===== config.mk =====
export PLATFORM = sky130hd
export DESIGN_NAME = fsp_status_reg
export DESIGN_NICKNAME = d
export VERILOG_FILES = /design/src/pkg/fsp_pkg.sv /design/src/rtl/fsp_status_reg.sv
export SDC_FILE = /design/constraint.sdc
export NUM_CORES = 1
export LEC_CHECK = 0
export BUFFER_PORTS_ARGS = -buffer_cell sky130_fd_sc_hd__buf_2
export CORE_ASPECT_RATIO = 1.75
export CORE_MARGIN = 3
export CORE_UTILIZATION = 43
export DETAILED_ROUTE_END_ITERATION = 8
export GPL_TIMING_DRIVEN = 0
export MAX_ROUTING_LAYER = met4
export PLACE_DENSITY = 0.71
export SETUP_SLACK_MARGIN = 0.4
export SYNTH_ARGS = -nofsm -noshare
export SYNTH_HDL_FRONTEND = slang
export SYNTH_SLANG_ARGS = --single-unit

===== constraint.sdc =====
create_clock -name clock_i -period 5.82 [get_ports clock_i]
set_input_delay 1.746 -clock clock_i [delete_from_list [all_inputs] [get_ports clock_i]]
set_output_delay 1.746 -clock clock_i [all_outputs]
set_load 0.05 [all_outputs]

===== src/pkg/fsp_pkg.sv =====
// What this block does
// read-status returns register, write-status updates writable bits
// lock bit 7 with protect pin low blocks writes
// only a high protect pin releases hardware protection
// lock bit nonvolatile, zero permits status writes
// bit 5 anchors region top or bottom
// block protect bits 6,4:2 refuse protected operations
// write-enable latch bit 1 clears at power-up
// operations run only while write-enable latch set
// bit 0 busy during write, program, erase
// busy equals inverse of flag ready bit
// die erase only when all protect bits zero
// linear map of 4096 sectors, subsectors
// protected size doubles per value, 13-15 all
// protected attempt sets protection error flag
// latch clears on completion or rejection
//
// Purpose: constants for the status and block-protect register logic
// Assumes: one 25 MHz clock, synchronous active-high reset
// Notes: nonvolatile bits are modelled as flip-flops loaded by reset defaults
package fsp_pkg;
    localparam int FSP_ADDR_W = 28;
    localparam int FSP_SECT_W = 12;
    localparam int FSP_SECT_LSB = 16;
    localparam logic [FSP_ADDR_W-1:0] FSP_TOP_ADDR = 28'hfffffff;
    localparam int FSP_BIT_LOCK = 7;
    localparam int FSP_BIT_BP3 = 6;
    localparam int FSP_BIT_TB = 5;
    localparam int FSP_BIT_BP_HI = 4;
    localparam int FSP_BIT_BP_LO = 2;
    localparam int FSP_BIT_WEL = 1;
    localparam int FSP_BIT_BUSY = 0;
    localparam logic [7:0] FSP_NV_MASK = 8'hfc;
    localparam logic [7:0] FSP_NV_RESET = 8'h00;
    localparam logic [3:0] FSP_BP_ALL = 4'hd;
    localparam int FSP_FSR_READY = 7;
    localparam int FSP_FSR_ERASE_ERR = 5;
    localparam int FSP_FSR_PROG_ERR = 4;
    localparam int FSP_FSR_PROT_ERR = 1;
    localparam int FSP_BUSY_CYC = 8;
    localparam int FSP_CNT_W = 4;
    typedef enum logic [1:0] {
        FSP_OP_PROG,
        FSP_OP_SECT_ERASE,
        FSP_OP_DIE_ERASE
    } fsp_op_type;
endpackage


===== src/rtl/fsp_status_reg.sv =====
// Purpose: status register with block protection, latch and busy flag
// Assumes: host commands arrive as one-cycle decoded strobes on clock_i
// Notes: program/erase/write time is a fixed count of busy cycles
`timescale 1ns/100ps
module fsp_status_reg
    import fsp_pkg::*;
#(
    parameter int BUSY_CYC = FSP_BUSY_CYC
) (
    // clock and reset
    input wire logic clock_i,
    input wire logic reset_i,
    // protect pin, from outside the clock domain
    input wire logic write_protect_n_i,
    // decoded host commands
    input wire logic write_enable_cmd_i,
    input wire logic write_disable_cmd_i,
    input wire logic write_status_cmd_i,
    input wire logic [7:0] write_status_data_i,
    input wire logic array_op_cmd_i,
    input wire fsp_pkg::fsp_op_type array_op_i,
    input wire logic [FSP_ADDR_W-1:0] array_addr_i,
    input wire logic clear_flags_cmd_i,
    // register views
    output logic [7:0] status_o,
    output logic [7:0] flag_status_o,
    // array engine
    output logic op_start_o,
    output logic op_reject_o
);
    import fsp_pkg::*;

    typedef enum logic [1:0] {FSP_IDLE, FSP_BUSY} fsp_state_type;

    logic [2:0] wp_sync_ff;
    logic wp_level_ff;
    logic [7:0] nv_ff, nxt_nv;
    logic wel_ff, nxt_wel;
    fsp_state_type state_ff, nxt_state;
    logic [FSP_CNT_W-1:0] cnt_ff, nxt_cnt;
    logic perr_ff, nxt_perr;
    logic eerr_ff, nxt_eerr;
    logic prerr_ff, nxt_prerr;
    logic [7:0] status_ff, nxt_status;
    logic [7:0] fsr_ff, nxt_fsr;
    logic start_ff, nxt_start;
    logic rej_ff, nxt_rej;
    logic hw_locked;
    logic [3:0] bp;
    logic blocked;

    // true when the sector holding addr lies in the protected region
    function automatic logic fsp_is_protected(input logic [3:0] bpv, input logic tb,
                                              input logic [FSP_ADDR_W-1:0] addr);
        logic [FSP_SECT_W-1:0] sect;
        logic [FSP_SECT_W:0] span;
        sect = addr[FSP_ADDR_W-1:FSP_SECT_LSB];
        span = '0;
        if (bpv == 4'h0) begin
            return 1'b0;
        end
        if (bpv >= FSP_BP_ALL) begin
            return 1'b1;
        end
        span = (FSP_SECT_W+1)'(1) << (bpv - 4'h1);
        if (tb) begin
            return {1'b0, sect} < span;
        end
        return {1'b0, ~sect} < span;
    endfunction

    // pin passes three flops; a change counts once stages two and three agree
    always_ff @(posedge clock_i) begin
        if (reset_i) begin
            wp_sync_ff <= 3'h0;
            wp_level_ff <= 1'b0;
        end else begin
            wp_sync_ff <= {wp_sync_ff[1:0], write_protect_n_i};
            if (wp_sync_ff[2] == wp_sync_ff[1]) begin
                wp_level_ff <= wp_sync_ff[2];
            end
        end
    end

    assign bp = {nv_ff[FSP_BIT_BP3], nv_ff[FSP_BIT_BP_HI:FSP_BIT_BP_LO]};
    // only a high pin releases it; no command touches the pin level
    assign hw_locked = nv_ff[FSP_BIT_LOCK] & ~wp_level_ff;

    always_comb begin
        nxt_nv = nv_ff;
        nxt_wel = wel_ff;
        nxt_state = state_ff;
        nxt_cnt = cnt_ff;
        nxt_perr = perr_ff;
        nxt_eerr = eerr_ff;
        nxt_prerr = prerr_ff;
        nxt_start = 1'b0;
        nxt_rej = 1'b0;
        blocked = 1'b0;
        if (clear_flags_cmd_i) begin
            nxt_perr = 1'b0;
            nxt_eerr = 1'b0;
            nxt_prerr = 1'b0;
        end
        unique case (state_ff)
            FSP_IDLE: begin
                if (write_enable_cmd_i) begin
                    nxt_wel = 1'b1;
                end else if (write_disable_cmd_i) begin
                    nxt_wel = 1'b0;
                end else if (write_status_cmd_i && wel_ff) begin
                    if (hw_locked) begin
                        nxt_wel = 1'b0;
                        nxt_rej = 1'b1;
                    end else begin
                        // bits 1:0 are not writable
                        nxt_nv = write_status_data_i & FSP_NV_MASK;
                        nxt_state = FSP_BUSY;
                        nxt_cnt = FSP_CNT_W'(BUSY_CYC - 1);
                    end
                end else if (array_op_cmd_i && wel_ff) begin
                    if (array_op_i == FSP_OP_DIE_ERASE) begin
                        blocked = (bp != 4'h0);
                    end else begin
                        blocked = fsp_is_protected(bp, nv_ff[FSP_BIT_TB], array_addr_i);
                    end
                    if (blocked) begin
                        nxt_perr = 1'b1;
                        if (array_op_i == FSP_OP_PROG) begin
                            nxt_prerr = 1'b1;
                        end else begin
                            nxt_eerr = 1'b1;
                        end
                        nxt_wel = 1'b0;
                        nxt_rej = 1'b1;
                    end else begin
                        nxt_start = 1'b1;
                        nxt_state = FSP_BUSY;
                        nxt_cnt = FSP_CNT_W'(BUSY_CYC - 1);
                    end
                end
            end
            FSP_BUSY: begin
                // commands other than flag clear are ignored while busy
                if (cnt_ff == '0) begin
                    nxt_state = FSP_IDLE;
                    nxt_wel = 1'b0;
                end else begin
                    nxt_cnt = cnt_ff - FSP_CNT_W'(1);
                end
            end
            default: begin
                nxt_state = FSP_IDLE;
            end
        endcase
        nxt_status = nxt_nv & FSP_NV_MASK;
        nxt_status[FSP_BIT_WEL] = nxt_wel;
        nxt_status[FSP_BIT_BUSY] = (nxt_state == FSP_BUSY);
        nxt_fsr = 8'h00;
        nxt_fsr[FSP_FSR_READY] = ~nxt_status[FSP_BIT_BUSY];
        nxt_fsr[FSP_FSR_ERASE_ERR] = nxt_eerr;
        nxt_fsr[FSP_FSR_PROG_ERR] = nxt_prerr;
        nxt_fsr[FSP_FSR_PROT_ERR] = nxt_perr;
    end

    always_ff @(posedge clock_i) begin
        if (reset_i) begin
            nv_ff <= FSP_NV_RESET;
            wel_ff <= 1'b0;
            state_ff <= FSP_IDLE;
            cnt_ff <= '0;
            perr_ff <= 1'b0;
            eerr_ff <= 1'b0;
            prerr_ff <= 1'b0;
            status_ff <= 8'h00;
            fsr_ff <= 8'h80;
            start_ff <= 1'b0;
            rej_ff <= 1'b0;
        end else begin
            nv_ff <= nxt_nv;
            wel_ff <= nxt_wel;
            state_ff <= nxt_state;
            cnt_ff <= nxt_cnt;
            perr_ff <= nxt_perr;
            eerr_ff <= nxt_eerr;
            prerr_ff <= nxt_prerr;
            status_ff <= nxt_status;
            fsr_ff <= nxt_fsr;
            start_ff <= nxt_start;
            rej_ff <= nxt_rej;
        end
    end

    assign status_o = status_ff;
    assign flag_status_o = fsr_ff;
    assign op_start_o = start_ff;
    assign op_reject_o = rej_ff;
endmodule


==> metrics.txt <==
placed cell count=~310; DRT iter0 DRCs=55; share of post-route cells with drive strength above 1=about 22%; first-pass GRT wire length=just under 7 mm; status=finished clean; Achievable Freq=0.262 GHz; DRC viols=0; Skew-Pair Late Insertion Delay=between 0.2 and 0.3 ns; synthesized instance count=219; Final setup viols=0; mux cell area share after synthesis=less than 1%; Worst Skew=0.00229 ns; CP Buf/Inv Count=3; num rows=30; Post-Synth Adder-Cell Area=a little under a fifth; worst min path class=reg -> reg; top-area cell type share of the netlist area=a little over a quarter; metal2 WL=2.20 mm; post-synth top area cell=dfxtp_1; maximum VDD drop=between 0.15 and 0.2 mV; Avg Cell Area, Syn=just over 8 um^2; count of final max-slew check failures=0; LEAKAGE=0.940 nW; Top Metal Used=met4; Post-CTS Setup Inserts=0; routed length per instance=13.1 um; crit-path most repeated cell=buf_2; Clock Pin Slew Worst Setup and Hold Paths=0.08 ns; PwrDens=roughly 160 nW/um^2; Die W=approximately 55 um; Multi-input gate area=about 1200 um^2; relative slew slack=around 53%; ant diodes=0; CP top delay family=compound AO/OA/AOI/OAI gates; I/O Pins=64; effective utilization at floorplan=a little under half; area growth from synthesis to layout=18.5%; nets=340; Post-DRT Antenna Nets=0; vias=about 1,700; pin count of the biggest net entering global routing=14; aggregate negative setup slack=0 ns; Mapped Area=between 1500 and 2000 um^2; Area contributors post-synth=dfxtp_1 (27%), ha_1 (18%), nand3_1 (4.5%), inv_1 (4.2%), nor2b_1 (3.9%); Worst Setup End Kind=flop; CTS tree=done; CP startpoint kind=input pin; area of the core=around 3900 um^2; CP required=roughly 6 ns; crit path max fanout=6; Die H=~90 um; Register Area=about 480 um^2; most common cell after layout, fill and taps aside=buf_2; CTS root buffer=clkbuf_8; unrepaired setup endpoints after global routing=no; Post-synth top flop=dfxtp_1; Bufs on Longest Clock Path=2; Tot GR Track Use=around 18%; FILL cells=410; First-pass DRT Iterations=4; Synth Area in Simple Gates=26.9%; vias in the first global route=roughly 1,600; met3 WL=approximately 190 um; Port Buffers=40; #FFs+latches synth=24; register area share after synthesis=a little over a quarter; average vias per placed instance=around 5.4; Post-Route WL=4.12 mm; Critical Path, Cell by Cell=buf_2 > inv_1 > ha_1 > nor3_1 > o311a_1 > a211oi_1 > o221a_2 > or3_1 > buf_2 > a211o_1; gr ovfl total=0; # clock sinks=24; Final HPWL DP=between 3 and 4 mm; Synth async-reset ratio=0%; TritonCTS buffer count=3; Critical Path AT=3.97 ns; CP max stage delay=0.40 ns; Placer Congestion=0.862; antenna violations before repair=0; H-tree depth=1; Synth cell types=48; die area=4980 um^2; Synth Area in Compound Gates=~18%; most frequent cells in the layout=buf_2 (41), ha_1 (26), dfxtp_1 (24), inv_1 (20), nand2_1 (18); Tightest Pin Transition=roughly 0.69 ns; PostCTS Resize Cnt=0; crit path kind=in -> reg; max cap viols=0; period utilisation layout=around 66%; final cell count without fillers=roughly 320; final hold vios=0; Final Power=about 350 uW; main combinational cell family by area after synthesis=simple AND/OR/NAND/NOR gates; Synth Area in XOR/XNOR=less than 1%; warning count from the yosys run=0; EDFF count, synth=0; dpl ws=1.74 ns; critical path's slowest cell=nor3_1; cts hold-fix bufs=0; Post-Route M1 WL=roughly 1.6 mm; slack of the critical path=2.01 ns; fin crit period=3.81 ns
-- synth_stat cells, drive strengths merged, types with 2 or more instances --
master and number:
nor2b 12, clkbuf 5, a22o 2, buf 9
a21o 3, a31oi 3, o21ai 5, nand2b 4
a21oi 11, nor3b 5, nand3 16, or3 2
nand3b 2, a211o 2, nor4 4, nor2 11
nor3 6, dfxtp 24, o21bai 2, ha 26
a211oi 4, and3 3, inv 20, nand2 18
-- layout make-up --
type                            count  share of cell area, %
Multi-Input combinational cell    165                   54.8
Sequential cell                    24                   22.7
Timing Repair Buffer               40                   9.48
Buffer                             14                   3.97
Inverter                           20                   3.55
Tap cell                           48                   2.84
Clock buffer                        4                   2.61
-- power breakdown --
| group | switching (mW) | internal (mW) | leakage [nW] |
|---|---|---|---|
| Clock | 0.0509 | 0.0604 | 0.0288 |
| Combinational | 0.0379 | 0.0271 | 0.717 |
| Sequential | 0.00399 | 0.167 | 0.195 |
-- registers in the layout, summed over array words and instances, names as in the netlist --
register and flops:
op_start_o 1, cnt_ff 4, wp_sync_ff 3, wp_level_ff 1
status_o 2, nv_ff 6, op_reject_o 1, state_ff 2
flag_status_o 4
-- logic make-up after synthesis --
group | Yosys count
and+or+nand+nor | 87
AOI/OAI and AO/OA | 45
buffers and inverters | 34
adders and majority gates | 26
DFF | 24
other | 1
xor gates and xnor gates | 1
muxes | 1
-- per-layer routing --
| metal | track usage (%) | vias up |
|---|---|---|
| met5 | - | - |
| met4 | 9.77 | 0 |
| met3 | 1.31 | 15 |
| met2 | 32.3 | 53 |
| met1 | 18.9 | 780 |
| li1 | - | 863 |
-- worst reg2reg max path, stage by stage (launching register included) --
cell,delay (ns)
dfxtp_1,0.49
nor2b_1,0.31
nand3_1,0.15
ha_1,0.32
nor3_1,0.39
o311a_1,0.26
a211oi_1,0.06
o221a_2,0.28
or3_1,0.34
buf_2,0.17
a211o_1,0.29
-- worst paths after layout --
check        slack (ns)                to             start  depth (start not counted)
max reg2reg        2.67  flag_status_o[7]          nv_ff[6]                         10
min                0.45     wp_sync_ff[1]     wp_sync_ff[0]                          1
max                2.01  flag_status_o[7]  array_addr_i[27]                         10
min reg2reg        0.45     wp_sync_ff[1]     wp_sync_ff[0]                          1
-- per-stage QoR --
| stage | util, % | hold slack, ns | area, um^2 |
|---|---|---|---|
| finish | 53.6 | 0.447 | 2110 |
| global route | 53.6 | 0.473 | 2110 |
| CTS | 53.6 | 0.457 | 2110 |
| detailed placement | 52.2 | 0.437 | 2060 |
| global placement | 52.2 | 0.425 | 2060 |
| floorplan | - | 0.414 | 1800 |
Note: power is estimated with default switching activity, not from simulation.
